## src/include/fdp_pkg.sv

```systemverilog
// Package: constants, types and register map of the fan protection sequencer
package fdp_pkg;

    // ------------------------------------------------------------
    // Clock and protection times
    // ------------------------------------------------------------
    localparam int CLK_FREQ_MHZ = 10;          // Core clock rate
    localparam int OC_ALL_OFF_US = 1000;       // Offender off to all off
    localparam int OC_OFF_TIME_US = 100000;    // Overcurrent off time
    localparam int OC_MASK_NS = 2000;          // Overcurrent pulse mask
    localparam int TSD_PWM_OFF_US = 1000;      // Upper off before all off
    localparam int LOCK_OFF_US = 500000;       // Lock off period
    localparam int CL_MASK_NS = 1000;          // Current limit blanking
    // Cycle counts: least times round up, none below one cycle
    localparam int OC_ALL_OFF_CYC = OC_ALL_OFF_US * CLK_FREQ_MHZ;
    localparam int OC_OFF_TIME_CYC = OC_OFF_TIME_US * CLK_FREQ_MHZ;
    localparam int OC_MASK_CYC = (OC_MASK_NS * CLK_FREQ_MHZ + 999) / 1000;
    localparam int TSD_PWM_OFF_CYC = TSD_PWM_OFF_US * CLK_FREQ_MHZ;
    localparam int LOCK_OFF_CYC = LOCK_OFF_US * CLK_FREQ_MHZ;
    localparam int CL_MASK_CYC = (CL_MASK_NS * CLK_FREQ_MHZ + 999) / 1000;
    localparam int TMR_W = 24;                 // Width of the shared timer
    localparam logic [3:0] OC_LATCH_COUNT = 4'h8; // Shutdown count that latches
    localparam int N_SW = 4;                   // Output transistors

    // ------------------------------------------------------------
    // Register map (byte addresses, word aligned)
    // ------------------------------------------------------------
    localparam logic [3:0] REG_CTRL = 4'h0;
    localparam logic [3:0] REG_STATUS = 4'h4;
    localparam logic [3:0] REG_IRQ_STAT = 4'h8;
    localparam logic [3:0] REG_IRQ_MASK = 4'hc;
    localparam int CTRL_DRV_EN_BIT = 0;        // Drive enable
    localparam int CTRL_QS_EN_BIT = 1;         // Quick start permitted
    localparam logic [1:0] CTRL_RESET = 2'h3;
    localparam logic [5:0] IRQ_MASK_RESET = 6'h00;
    // Event bit positions, shared by status and mask
    localparam int EV_LOCK = 0;
    localparam int EV_CLIM = 1;
    localparam int EV_OC = 2;
    localparam int EV_OC_LATCH = 3;
    localparam int EV_TSD = 4;
    localparam int EV_UVLO = 5;
    localparam int N_EV = 6;

    // ------------------------------------------------------------
    // Types
    // ------------------------------------------------------------
    // Analogue comparator and converter flags, all high-true
    typedef struct packed {
        logic [3:0] oc;          // Per-transistor overcurrent
        logic cur_lim;           // Sense node at current limit threshold
        logic over_temp;         // Junction at thermal shutdown level
        logic temp_ok;           // Junction cooled to recovery level
        logic motor_low;         // Motor supply at/below lower threshold
        logic ref_low;           // Regulated reference at/below lower
        logic motor_ok;          // Motor supply at/above upper threshold
        logic ref_ok;            // Regulated reference at/above upper
    } fdp_flags_type;

    // Commutation side: requested gates and PWM timing
    typedef struct packed {
        logic [3:0] gate_req;    // [1:0] upper, [3:2] lower transistors
        logic pwm_on;            // Pulse at each PWM on instant
        logic sw_edge;           // Pulse at each switching instant
        logic lock_trip;         // Pulse: lock detection fired
    } fdp_drive_type;

    typedef enum logic [3:0] {
        ST_RUN,
        ST_LOCK_OFF,
        ST_QS_CLEARED,
        ST_OC_ISOLATE,
        ST_OC_OFF,
        ST_OC_LATCHED,
        ST_TSD_PWM,
        ST_TSD_OFF,
        ST_UVLO
    } fdp_state_type;

endpackage : fdp_pkg

```

## src/rtl/fdp_pulse_filter.sv

```systemverilog
// Module: rejects flag pulses shorter than a set number of cycles
`timescale 1ns/1ps
`default_nettype none
module fdp_pulse_filter #(
    parameter int MASK_CYC = 20
) (
    input wire logic mclk_i,
    input wire logic rst_n_i,
    input wire logic flag_i,
    output logic qual_o
);
    // ------------------------------------------------------------
    // Run length counter
    // ------------------------------------------------------------
    localparam int CW = $clog2(MASK_CYC + 1);
    localparam logic [CW-1:0] LAST = CW'(MASK_CYC - 1);
    logic [CW-1:0] run_q; // Cycles the flag has stood high

    // Counts while high, restarts on any low cycle
    always_ff @(posedge mclk_i or negedge rst_n_i) begin
        if (!rst_n_i) begin
            run_q <= '0;
            qual_o <= 1'b0;
        end else if (!flag_i) begin
            run_q <= '0;
            qual_o <= 1'b0;
        end else begin
            // Qualified once the pulse outlives the mask
            if (run_q != LAST) begin
                run_q <= run_q + 1'b1;
            end
            qual_o <= (run_q == LAST);
        end
    end
endmodule : fdp_pulse_filter
`default_nettype wire

```

## src/rtl/fdp_sequencer.sv

```systemverilog
// Module: fan driver protection and restart sequencer with Avalon slave
//
// Implementation choices: the address map and the Avalon-MM interface to the registers.
`timescale 1ns/1ps
`default_nettype none
module fdp_sequencer #(
    parameter int OC_ALL_OFF_CYC = fdp_pkg::OC_ALL_OFF_CYC,
    parameter int OC_OFF_TIME_CYC = fdp_pkg::OC_OFF_TIME_CYC,
    parameter int TSD_PWM_OFF_CYC = fdp_pkg::TSD_PWM_OFF_CYC,
    parameter int LOCK_OFF_CYC = fdp_pkg::LOCK_OFF_CYC
) (
    input wire logic mclk_i,
    input wire logic rst_n_i,
    // Avalon-MM slave
    input wire logic [3:0] avs_address_i,
    input wire logic avs_read_i,
    input wire logic avs_write_i,
    input wire logic [31:0] avs_writedata_i,
    output logic [31:0] avs_readdata_o,
    output logic avs_waitrequest_o,
    // Converter outputs for the two analogue settings
    input wire logic speed_command_input_low_i, // At/below low threshold
    input wire logic min_duty_setting_high_i,   // At/above low threshold
    // Analogue flags and commutation timing
    input wire fdp_pkg::fdp_flags_type flags_i,
    input wire fdp_pkg::fdp_drive_type drive_i,
    // Power stage and status
    output logic [3:0] gate_o,
    output logic lock_detect_output_o,
    output logic irq_o
);
    // ------------------------------------------------------------
    // Declarations
    // ------------------------------------------------------------
    localparam int TW = fdp_pkg::TMR_W;
    localparam logic [TW-1:0] OC_ISO_LAST = TW'(OC_ALL_OFF_CYC - 1);
    localparam logic [TW-1:0] OC_OFF_LAST = TW'(OC_OFF_TIME_CYC - 1);
    localparam logic [TW-1:0] TSD_LAST = TW'(TSD_PWM_OFF_CYC - 1);
    localparam logic [TW-1:0] LOCK_LAST = TW'(LOCK_OFF_CYC - 1);
    localparam logic [7:0] CLM_LAST = 8'(fdp_pkg::CL_MASK_CYC - 1);

    fdp_pkg::fdp_state_type state_q; // Sequencer state
    fdp_pkg::fdp_state_type state_d;
    logic [TW-1:0] tmr_q;            // Shared state timer
    logic [TW-1:0] clean_q;          // Clean run time since last retry
    logic [3:0] oc_cnt_q;            // Consecutive overcurrent shutdowns
    logic [3:0] oc_off_q;            // Transistors switched off singly
    logic [3:0] oc_qual;             // Filtered overcurrent flags
    logic oc_any;
    logic cl_off_q;                  // Upper held off until PWM on
    logic [7:0] clm_q;               // Current limit blanking counter
    logic cmd_low_q;                 // Previous speed command level
    logic cmd_reapplied;             // Command rose above threshold
    logic uv_low;
    logic uv_ok;
    logic qs_allowed;
    logic tmr_clr;
    logic [1:0] ctrl_q;              // Control register
    logic [5:0] irq_stat_q;          // Sticky event bits
    logic [5:0] irq_mask_q;          // Interrupt enables
    logic [5:0] ev;                  // Event pulses this cycle
    logic bus_go;                    // Access accepted this edge
    logic [31:0] rd_mux;

    // ------------------------------------------------------------
    // Flag qualification
    // ------------------------------------------------------------
    // One filter per transistor keeps pulse currents from tripping
    genvar g;
    generate
        for (g = 0; g < fdp_pkg::N_SW; g++) begin : g_oc
            fdp_pulse_filter #(
                .MASK_CYC(fdp_pkg::OC_MASK_CYC)
            ) u_oc_filt (
                .mclk_i(mclk_i),
                .rst_n_i(rst_n_i),
                .flag_i(flags_i.oc[g]),
                .qual_o(oc_qual[g])
            );
        end
    endgenerate

    assign oc_any = |oc_qual;
    // Either supply low trips; both must recover to leave
    assign uv_low = flags_i.motor_low | flags_i.ref_low;
    assign uv_ok = flags_i.motor_ok & flags_i.ref_ok;
    // Quick start off when minimum duty is set or software forbids it
    assign qs_allowed = !min_duty_setting_high_i
        && ctrl_q[fdp_pkg::CTRL_QS_EN_BIT];
    // Speed command leaving the low band counts as reapplied
    assign cmd_reapplied = cmd_low_q && !speed_command_input_low_i;

    // Remembers the command level for edge detection
    always_ff @(posedge mclk_i or negedge rst_n_i) begin
        if (!rst_n_i) begin
            cmd_low_q <= 1'b1;
        end else begin
            cmd_low_q <= speed_command_input_low_i;
        end
    end

    // ------------------------------------------------------------
    // Sequencer next state
    // ------------------------------------------------------------
    // Priority: undervoltage, thermal, overcurrent, lock
    always_comb begin
        state_d = state_q;
        tmr_clr = 1'b0;
        if (uv_low && state_q != fdp_pkg::ST_UVLO) begin
            state_d = fdp_pkg::ST_UVLO;
            tmr_clr = 1'b1;
        end else if (flags_i.over_temp && state_q != fdp_pkg::ST_UVLO
                && state_q != fdp_pkg::ST_TSD_PWM
                && state_q != fdp_pkg::ST_TSD_OFF) begin
            state_d = fdp_pkg::ST_TSD_PWM;
            tmr_clr = 1'b1;
        end else begin
            case (state_q)
                fdp_pkg::ST_RUN: begin
                    // Offending transistor goes off at once
                    if (oc_any) begin
                        state_d = fdp_pkg::ST_OC_ISOLATE;
                        tmr_clr = 1'b1;
                    end else if (drive_i.lock_trip) begin
                        state_d = fdp_pkg::ST_LOCK_OFF;
                        tmr_clr = 1'b1;
                    end
                end
                fdp_pkg::ST_LOCK_OFF: begin
                    if (qs_allowed && speed_command_input_low_i) begin
                        state_d = fdp_pkg::ST_QS_CLEARED;
                    end else if (tmr_q == LOCK_LAST) begin
                        state_d = fdp_pkg::ST_RUN;
                    end
                end
                fdp_pkg::ST_QS_CLEARED: begin
                    // No wait for the rest of the off period
                    if (!speed_command_input_low_i) begin
                        state_d = fdp_pkg::ST_RUN;
                    end
                end
                fdp_pkg::ST_OC_ISOLATE: begin
                    if (tmr_q == OC_ISO_LAST) begin
                        state_d = fdp_pkg::ST_OC_OFF;
                    end
                end
                fdp_pkg::ST_OC_OFF: begin
                    // Timer runs on from detection, not from all off
                    if (oc_cnt_q == fdp_pkg::OC_LATCH_COUNT) begin
                        state_d = fdp_pkg::ST_OC_LATCHED;
                    end else if (tmr_q == OC_OFF_LAST) begin
                        state_d = fdp_pkg::ST_RUN;
                    end
                end
                fdp_pkg::ST_OC_LATCHED: begin
                    if (cmd_reapplied) begin
                        state_d = fdp_pkg::ST_RUN;
                    end
                end
                fdp_pkg::ST_TSD_PWM: begin
                    if (tmr_q == TSD_LAST) begin
                        state_d = fdp_pkg::ST_TSD_OFF;
                    end
                end
                fdp_pkg::ST_TSD_OFF: begin
                    if (flags_i.temp_ok && !flags_i.over_temp) begin
                        state_d = fdp_pkg::ST_RUN;
                    end
                end
                fdp_pkg::ST_UVLO: begin
                    if (uv_ok && !uv_low) begin
                        state_d = fdp_pkg::ST_RUN;
                    end
                end
                default: begin
                    state_d = fdp_pkg::ST_UVLO;
                end
            endcase
        end
    end

    // State register; power-up starts in lockout until supplies settle
    always_ff @(posedge mclk_i or negedge rst_n_i) begin
        if (!rst_n_i) begin
            state_q <= fdp_pkg::ST_UVLO;
        end else begin
            state_q <= state_d;
        end
    end

    // Shared timer, restarted on every timed entry except overcurrent off
    always_ff @(posedge mclk_i or negedge rst_n_i) begin
        if (!rst_n_i) begin
            tmr_q <= '0;
        end else if (tmr_clr) begin
            tmr_q <= '0;
        end else if (tmr_q != {TW{1'b1}}) begin
            tmr_q <= tmr_q + 1'b1;
        end
    end

    // ------------------------------------------------------------
    // Overcurrent retry counting
    // ------------------------------------------------------------
    // A full off time of clean running ends the streak; supply or
    // command reapplied also clears the count.
    always_ff @(posedge mclk_i or negedge rst_n_i) begin
        if (!rst_n_i) begin
            oc_cnt_q <= '0;
            clean_q <= '0;
        end else if (state_q == fdp_pkg::ST_UVLO
                || (state_q == fdp_pkg::ST_OC_LATCHED && cmd_reapplied)) begin
            oc_cnt_q <= '0;
            clean_q <= '0;
        end else if (state_q == fdp_pkg::ST_RUN
                && state_d == fdp_pkg::ST_OC_ISOLATE) begin
            oc_cnt_q <= oc_cnt_q + 1'b1;
            clean_q <= '0;
        end else if (state_q == fdp_pkg::ST_RUN) begin
            if (clean_q == OC_OFF_LAST) begin
                oc_cnt_q <= '0;
            end else begin
                clean_q <= clean_q + 1'b1;
            end
        end else begin
            clean_q <= '0;
        end
    end

    // Remembers which transistors tripped during isolation
    always_ff @(posedge mclk_i or negedge rst_n_i) begin
        if (!rst_n_i) begin
            oc_off_q <= '0;
        end else if (state_q == fdp_pkg::ST_RUN
                || state_q == fdp_pkg::ST_OC_ISOLATE) begin
            oc_off_q <= oc_off_q | oc_qual;
        end else begin
            oc_off_q <= '0;
        end
    end

    // ------------------------------------------------------------
    // Current limit
    // ------------------------------------------------------------
    // Blanking after each switch hides the recovery spike
    always_ff @(posedge mclk_i or negedge rst_n_i) begin
        if (!rst_n_i) begin
            clm_q <= '0;
        end else if (drive_i.sw_edge || drive_i.pwm_on) begin
            clm_q <= CLM_LAST;
        end else if (clm_q != 8'h00) begin
            clm_q <= clm_q - 1'b1;
        end
    end

    // Upper off from a limit event until the next PWM on instant
    always_ff @(posedge mclk_i or negedge rst_n_i) begin
        if (!rst_n_i) begin
            cl_off_q <= 1'b0;
        end else if (drive_i.pwm_on) begin
            cl_off_q <= 1'b0;
        end else if (flags_i.cur_lim && clm_q == 8'h00) begin
            cl_off_q <= 1'b1;
        end
    end

    // ------------------------------------------------------------
    // Gate outputs
    // ------------------------------------------------------------
    // Registered so a comparator glitch never reaches a gate directly;
    // costs one cycle of reaction time.
    always_ff @(posedge mclk_i or negedge rst_n_i) begin
        if (!rst_n_i) begin
            gate_o <= '0;
        end else if (!ctrl_q[fdp_pkg::CTRL_DRV_EN_BIT]) begin
            gate_o <= '0;
        end else begin
            case (state_d)
                fdp_pkg::ST_RUN: begin
                    // Limit event drops upper pair, lower keeps going
                    gate_o <= drive_i.gate_req & ~oc_qual
                        & {2'b11, {2{!cl_off_q}}};
                end
                fdp_pkg::ST_OC_ISOLATE: begin
                    gate_o <= drive_i.gate_req & ~(oc_off_q | oc_qual)
                        & {2'b11, {2{!cl_off_q}}};
                end
                fdp_pkg::ST_TSD_PWM: begin
                    gate_o <= drive_i.gate_req & 4'hc;
                end
                default: begin
                    gate_o <= '0;
                end
            endcase
        end
    end

    // Lock indication stands through the lock off period
    always_ff @(posedge mclk_i or negedge rst_n_i) begin
        if (!rst_n_i) begin
            lock_detect_output_o <= 1'b0;
        end else begin
            lock_detect_output_o <= (state_d == fdp_pkg::ST_LOCK_OFF);
        end
    end

    // ------------------------------------------------------------
    // Events and interrupt
    // ------------------------------------------------------------
    always_comb begin
        ev = '0;
        ev[fdp_pkg::EV_LOCK] = state_q == fdp_pkg::ST_RUN
            && state_d == fdp_pkg::ST_LOCK_OFF;
        ev[fdp_pkg::EV_CLIM] = !cl_off_q && flags_i.cur_lim
            && clm_q == 8'h00 && !drive_i.pwm_on;
        ev[fdp_pkg::EV_OC] = state_q == fdp_pkg::ST_RUN
            && state_d == fdp_pkg::ST_OC_ISOLATE;
        ev[fdp_pkg::EV_OC_LATCH] = state_q != fdp_pkg::ST_OC_LATCHED
            && state_d == fdp_pkg::ST_OC_LATCHED;
        ev[fdp_pkg::EV_TSD] = state_q != fdp_pkg::ST_TSD_PWM
            && state_d == fdp_pkg::ST_TSD_PWM;
        ev[fdp_pkg::EV_UVLO] = state_q != fdp_pkg::ST_UVLO
            && state_d == fdp_pkg::ST_UVLO;
    end

    // Write one to clear; a new event in the same cycle wins
    always_ff @(posedge mclk_i or negedge rst_n_i) begin
        if (!rst_n_i) begin
            irq_stat_q <= '0;
        end else if (bus_go && avs_write_i
                && avs_address_i == fdp_pkg::REG_IRQ_STAT) begin
            irq_stat_q <= (irq_stat_q & ~avs_writedata_i[5:0]) | ev;
        end else begin
            irq_stat_q <= irq_stat_q | ev;
        end
    end

    // Level interrupt, one cycle behind the status bits
    always_ff @(posedge mclk_i or negedge rst_n_i) begin
        if (!rst_n_i) begin
            irq_o <= 1'b0;
        end else begin
            irq_o <= |(irq_stat_q & irq_mask_q);
        end
    end

    // ------------------------------------------------------------
    // Avalon-MM slave
    // ------------------------------------------------------------
    // One wait cycle per access: waitrequest drops for one cycle
    assign bus_go = (avs_read_i || avs_write_i) && !avs_waitrequest_o;

    always_ff @(posedge mclk_i or negedge rst_n_i) begin
        if (!rst_n_i) begin
            avs_waitrequest_o <= 1'b1;
        end else if ((avs_read_i || avs_write_i) && avs_waitrequest_o) begin
            avs_waitrequest_o <= 1'b0;
        end else begin
            avs_waitrequest_o <= 1'b1;
        end
    end

    // Read mux; unmapped words read zero
    always_comb begin
        rd_mux = '0;
        case (avs_address_i)
            fdp_pkg::REG_CTRL: rd_mux[1:0] = ctrl_q;
            fdp_pkg::REG_STATUS: begin
                rd_mux[3:0] = state_q;
                rd_mux[7:4] = oc_cnt_q;
                rd_mux[11:8] = gate_o;
                rd_mux[12] = cl_off_q;
            end
            fdp_pkg::REG_IRQ_STAT: rd_mux[5:0] = irq_stat_q;
            fdp_pkg::REG_IRQ_MASK: rd_mux[5:0] = irq_mask_q;
            default: rd_mux = '0;
        endcase
    end

    // Read data is loaded as waitrequest falls and then holds
    always_ff @(posedge mclk_i or negedge rst_n_i) begin
        if (!rst_n_i) begin
            avs_readdata_o <= '0;
        end else if (avs_read_i && avs_waitrequest_o) begin
            avs_readdata_o <= rd_mux;
        end
    end

    // Control and mask registers; writes to the status word and unmapped words are ignored
    always_ff @(posedge mclk_i or negedge rst_n_i) begin
        if (!rst_n_i) begin
            ctrl_q <= fdp_pkg::CTRL_RESET;
            irq_mask_q <= fdp_pkg::IRQ_MASK_RESET;
        end else if (bus_go && avs_write_i) begin
            if (avs_address_i == fdp_pkg::REG_CTRL) begin
                ctrl_q <= avs_writedata_i[1:0];
            end
            if (avs_address_i == fdp_pkg::REG_IRQ_MASK) begin
                irq_mask_q <= avs_writedata_i[5:0];
            end
        end
    end

endmodule : fdp_sequencer
`default_nettype wire

```

## config.mk

```make
export PLATFORM = sky130hd
export DESIGN_NAME = fdp_sequencer
export DESIGN_NICKNAME = d
export VERILOG_FILES = /design/src/include/fdp_pkg.sv /design/src/rtl/fdp_pulse_filter.sv /design/src/rtl/fdp_sequencer.sv
export SDC_FILE = /design/constraint.sdc
export NUM_CORES = 1
export LEC_CHECK = 0
export BUFFER_PORTS_ARGS = -buffer_cell sky130_fd_sc_hd__buf_2
export CAP_MARGIN = 20
export CORE_MARGIN = 2
export CORE_UTILIZATION = 57
export CTS_CLUSTER_SIZE = 20
export DETAILED_ROUTE_END_ITERATION = 8
export PLACE_DENSITY = 0.8
export SYNTH_ARGS = -nofsm -noshare
export SYNTH_HDL_FRONTEND = slang
export SYNTH_SLANG_ARGS = --single-unit
```

## constraint.sdc

```tcl
create_clock -name mclk_i -period 3.3 [get_ports mclk_i]
set_clock_uncertainty 0.15 [all_clocks]
set_input_delay 0.165 -clock mclk_i [delete_from_list [all_inputs] [get_ports mclk_i]]
set_output_delay 0.165 -clock mclk_i [all_outputs]
set_load 0.01 [all_outputs]
```

Word-level counts from Yosys, hierarchy flattened --
Index checks and enable logic that the tools add are counted.
Storage, ports and cells: register bits after elaboration 128, input port bits 60, output and inout port bits 39, logic and storage cells 189
Cells by class: add/subtract/negate cells 8, equality and inequality tests 39, multiplexer cells 54, bitwise gates (word level) 14, reductions and logical operators 50
Operators by type and width (number):
- 24-bit two-way mux | 6
- 4-bit two-way mux | 20
- 24-bit by 1-bit adder with 24-bit output (second input constant) | 2
- 24-bit by 20-bit equality test with 1-bit output (second input constant) | 2
- 5-bit two-way mux | 8
- 4-bit one-hot mux with 9 select lines | 1
- 4-bit by 3-bit equality test with 1-bit output (second input constant) | 7
- 24-bit by 14-bit equality test with 1-bit output (second input constant) | 1
- 24-bit by 23-bit equality test with 1-bit output (second input constant) | 1
- 1-bit logical AND | 24
- 24-bit != test (second input constant) | 1
- 4-bit one-hot mux with 3 select lines | 2
- 5-bit by 1-bit adder with 5-bit output (second input constant) | 4
- 4-bit equality test (second input constant) | 5
- 5-bit equality test (second input constant) | 4
- 5-bit != test (second input constant) | 4
- 4-bit AND | 4
- 8-bit two-way mux | 2
- 6-bit AND | 2
- 4-bit by 2-bit equality test with 1-bit output (second input constant) | 3
- 4-bit logical NOT | 3
- 1-bit two-way mux | 12
- 4-bit by 3-bit != test with 1-bit output (second input constant) | 3
- 6-bit bitwise OR | 2
- 22 further kinds | 42

Depth between registers and ports, before layout --
depth after elaboration 11, depth in mapped cells 10, depth with buffers taken out 9

Modules after synthesis --
A second synthesis with hierarchy kept.
Unflattened totals: cells, all modules 658, area total of the unflattened synthesis 6525.0 um^2
By module, submodules not included:
- fdp_sequencer | instances 1, cells each 562, area each 5412.7 um^2, seq. area each 2608.8 um^2
- fdp_pulse_filter (g_oc[1].u_oc_filt ...) | instances 3, cells each 24, area each 277.8 um^2, seq. area each 150.1 um^2
- fdp_pulse_filter (g_oc[0].u_oc_filt) | instances 1, cells each 24, area each 279.0 um^2, seq. area each 150.1 um^2

Least setup slack after synthesis --
No wires, ideal clock.
path type flip-flop to flip-flop, from reg state_q[1], to reg clean_q[16], library setup time 0.092 ns, arrival 2.207 ns, data required time 3.058 ns, path slack 0.851 ns, stages on the path, launching flop included 9, buffers on the path 1, period minus slack after synthesis 2.449 ns, cells stage by stage dfrtp_1 -> or4b_4 -> nor3_2 -> a211oi_1 -> and4_4 -> and4_4 -> buf_6 -> or3_4 -> o31ai_2
On the way: cells in the longest elaborated chain, start to end 10, elaborated cells between the ends (all ways) 39, those cells by class 13 x eq/ne; 18 x mux; 8 x reduce/logical
Ends and longest elaborated chain:
- start, declared | RTL line fdp_sequencer.sv:42 | fdp_pkg::fdp_state_type state_q;
- start signal, assigned | RTL line fdp_sequencer.sv:185 | state_q <= fdp_pkg::ST_UVLO;
- start signal, assigned | RTL line fdp_sequencer.sv:187 | state_q <= state_d;
- parallel branches: the longest is 10 deep, another holds 24-bit two-way mux
- end signal, assigned | RTL line fdp_sequencer.sv:223 | clean_q <= clean_q + 1'b1;
- end, declared | RTL line fdp_sequencer.sv:45 | logic [TW-1:0] clean_q;
Parallel ways; which one is timed is not known. A chain may end at the register's enable or synchronous reset.

Worst setup path in the final report --
from reg clm_q[0], to reg irq_stat_q[1]
On the way: cells in the longest elaborated chain, start to end 5, elaborated cells between the ends (all ways) 6, those cells by class 1 x mux; 2 x bitwise; 3 x reduce/logical
Ends and longest elaborated chain:
- start, declared | RTL line fdp_sequencer.sv:51 | logic [7:0] clm_q;
- start signal, assigned | RTL line fdp_sequencer.sv:252 | clm_q <= clm_q - 1'b1;
- 8-bit logical NOT (*) | RTL line fdp_sequencer.sv:315 | && clm_q == 8'h00 && !drive_i.pwm_on;
- 1-bit logical AND (*) (2 in a row) | RTL line fdp_sequencer.sv:315
- 6-bit bitwise OR (on tied branches) | RTL line fdp_sequencer.sv:334, fdp_sequencer.sv:332
- 6-bit two-way mux (*) | RTL line fdp_sequencer.sv:330 | end else if (bus_go && avs_write_i
- end signal, assigned | RTL line fdp_sequencer.sv:332 | irq_stat_q <= (irq_stat_q & ~avs_writedata_i[5:0]) | ev;
- end signal, assigned | RTL line fdp_sequencer.sv:334 | irq_stat_q <= irq_stat_q | ev;
- end, declared | RTL line fdp_sequencer.sv:59 | logic [5:0] irq_stat_q;
Every way passes the cells marked *; elsewhere a longest branch is shown, timed or not.

==> impl_metrics.yaml <==
worst_setup_path:
  reg2reg_depth: 7
  crit_path_top_delay_cell: "dlygate4sd3_1"
  max_stage_delay_ns: 0.54
  r2r_start: "clm_q[0]"
  startpoint_type: "register"
  cp-end-kind: "register"
  cp.required_ns: 3.51
  cp_max_fo: 9
  worstReg2RegEnd: "irq_stat_q[1]"
  path_class: "register to register"
  path_cells: "inv_1 -> ha_1 -> or3b_1 -> or3_1 -> nor3_2 -> a32o_1 -> dlygate4sd3_1"
  r2r_slack_ns: 0.33
  cp.arrival_ns: 3.18
detailed_routing:
  route.vias.total: 5155
  detail_route.first_pass.iterations: 5
  vias_per_cell: 5.72
  drt-initial-drc-count: 393
  drc: 0
  wl_per_cell_um: 16.1
  drt.antenna.violating_nets: 0
  drt_wl_total_um: 14500
floorplan:
  start_util: 0.581
  fp.dieArea_um2: 12500
  io_pins: 99
  die_h_um: 112
  die-width_um: 112
  core-area_um2: 11400
  row_count: 39
logic_synthesis:
  synth_top_area_cell: "dfrtp_1"
  synth_warnings: 0
  synth_edf_count: 0
  synth.avg_cell_area_um2: 10.0
  synth-seq-cells: 128
  syn-instance-count: 658
  synth.cell_area_um2: 6610
  synth_top_area_frac: 0.466
  ys_types: 70
  netlist_top_cells_area: "dfrtp_1, nor2_1, xnor2_1"
  ys.flop_type: "dfrtp_1"
  async_flop_share: 1.00
  synth_seq_area_share: 0.486
pwr:
  power_uw: 4100
  power.internal_uw: 3070
  p_leak_uw: 0.00348
  p_sw_frac: 0.250
  power_density_nw_per_um2: 523
  p_switching_uw: 1020
  combPwrFrac: 0.104
  irDropWorstVdd_mv: 0.352
  seqPwrFrac: 0.427
  clockPowerShare: 0.469
placed_design:
  dpl_cell_area_um2: 6940
  hpwl_um: 9660
  portBuffers: 53
  routabilityCongestion: 0.942
global_route:
  grt_usage: 0.244
  grt_pass1_vias: 5091
  grt_max_degree: 68
  grt_antenna_before_repair: 0
  grt_first_pass_wirelength_um: 24600
  grt-ovfl-total: 0
timing:
  fin_setup_tns_ns: 0
  period_minus_slack_ns: 2.97
  fin_crit_sh: 0.900
  clock.fmax_ghz: 0.337
  hold_slack_ns: 0.0275
  hold_viol: 0
  worst_slew_pin_slew_ns: 0.775
  finalMaxSlewViolations: 0
  finalSetupViolations: 0
  rsz0062_at_grt: "no"
  slew_headroom: 0.484
worst_hold_path:
  hold_depth: 3
  min_to: "state_q[2]"
  hold_start: "flags_i[2]"
  hp-class: "primary input to register"
job:
  cap_viol_max_count: 0
cts:
  cts_sinks: 128
  post_cts_resized: 0
  root_buffer: "clkbuf_16"
  htree_levels: 4
  clock_latency_ns: 0.42
  path_clk_slew_ns: 0.06
  cts_made_buffers: 17
  tritoncts: "done"
  clock_path_buffers: 2
finish:
  ff_latch_area_um2: 3210
  insertedDiodeCount: 0
  synthToLayoutAreaGrowth_pct: 18.5
  mostFrequentLayoutCell: "dfrtp_1"
  filler_cell_count: 818
  fin_nets: 814
  drive_above_1_share: 0.164
  fin_area_um2: 7830
  multi_input_area_um2: 3190
  final_cell_mix: "dfrtp_1, nor2_1, nand2_1"
status:
  outcome: "complete, no violations"
## power groups by stage
stage / combinational (µW) / sequential (µW) / clock [µW]
6_report: 425 / 1750 / 1920
5_1_grt: 477 / 1760 / 2010
4_1_cts: 424 / 1750 / 1940
3_5_place_dp: 392 / 1770 / 0
3_3_place_gp: 376 / 1760 / 0
2_1_floorplan: 285 / 1750 / 0
## cell usage after synthesis (all sizes together), types with 4 or more instances
| cell type | n |
|---|---|
| nor2b | 8 |
| buf | 26 |
| nand2b | 5 |
| nor3 | 17 |
| a22o | 12 |
| nand4 | 16 |
| dfstp | 5 |
| or4 | 5 |
| xor2 | 25 |
| a21oi | 13 |
| and2 | 20 |
| xnor2 | 35 |
| nand3b | 6 |
| a211oi | 4 |
| dfrtp | 123 |
| mux2 | 10 |
| and4 | 8 |
| nor4 | 8 |
| nand2 | 59 |
| mux2i | 7 |
| and3 | 13 |
| ha | 9 |
| clkbuf | 7 |
| nor2 | 83 |
| inv | 16 |
| nand3 | 32 |
| o21ai | 26 |
| a22oi | 7 |
| or3 | 6 |
| nor3b | 7 |
## per-layer routing
| metal | wire length, µm | vias to the layer above | global-route usage |
|---|---|---|---|
| met5 | 0 | - | 0 |
| met3 | 728 | 24 | 0.0501 |
| li1 | - | 2449 | - |
| met1 | 6290 | 2532 | 0.314 |
| met2 | 7210 | 150 | 0.411 |
| met4 | 280 | 0 | 0.0881 |
## state kept, by name, indices dropped and copies added (netlist names), 2 cells and up
register,flops
g_oc.u_oc_filt.qual_o,4
irq_mask_q,6
gate_o,4
state_q,4
tmr_q,24
avs_readdata_o,13
ctrl_q,2
irq_stat_q,6
oc_off_q,4
g_oc.u_oc_filt.run_q,20
oc_cnt_q,4
clean_q,24
clm_q,8
## what timing repair did
item,4_1_cts,5_1_grt
setup buffers,0,0
hold buffers,28,0
endpoints found under the hold margin,115,0
## worst max-delay path: cells and delay by family, from the launching register on
family	cells	cell delay, ns
AND/OR/NAND/NOR	3	1.27
buffers and inverters	2	0.65
flip-flops	1	0.40
AO/OA/AOI/OAI	1	0.26
adder cells (fa/ha/maj)	1	0.18
## area by class of cell
cell class | instances | area share
flip-flops and latches | 128 | 0.410
multi-input cells | 499 | 0.408
repair buffers | 83 | 0.0735
clock buffers | 19 | 0.0578
well taps | 143 | 0.0229
clock inverters | 13 | 0.0205
inverters | 16 | 0.00767
## how the worst max path moves through the flow
stage	slack, ns	depth (start not counted)	endpoint	from
finish	0.33	7	irq_stat_q[1]	clm_q[0]
global route	0.23	7	irq_stat_q[1]	clm_q[0]
CTS	0.46	7	irq_stat_q[1]	clm_q[0]
detailed placement	0.53	7	gate_o[1]	state_q[1]
global placement	0.63	7	irq_stat_q[0]	g_oc[0].u_oc_filt.qual_o
floorplan	0.85	8	clean_q[16]	state_q[1]
## kinds of logic (layout without fill, tap and decap cells)
logic type / count (synthesis) / in the layout / synth area share
xor+xnor: 60 / 60 / 0.0795
fa+ha+maj: 9 / 9 / 0.0170
buf+inv: 49 / 131 / 0.0411
other cells: 1 / 19 / 0.000568
compound gates: 81 / 81 / 0.0847
simple gates: 311 / 311 / 0.257
mux: 19 / 19 / 0.0345
flops: 128 / 128 / 0.486
## stage by stage
step / setup slack (ns) / instances / util
after floorplan: 0.851 / 676 / -
after global placement: 0.633 / 841 / 0.610
after detailed placement: 0.534 / 841 / 0.610
after CTS: 0.458 / 901 / 0.689
after global routing: 0.231 / 901 / 0.689
final: 0.330 / 901 / 0.689
No activity file was read; power rests on OpenSTA's default activity.
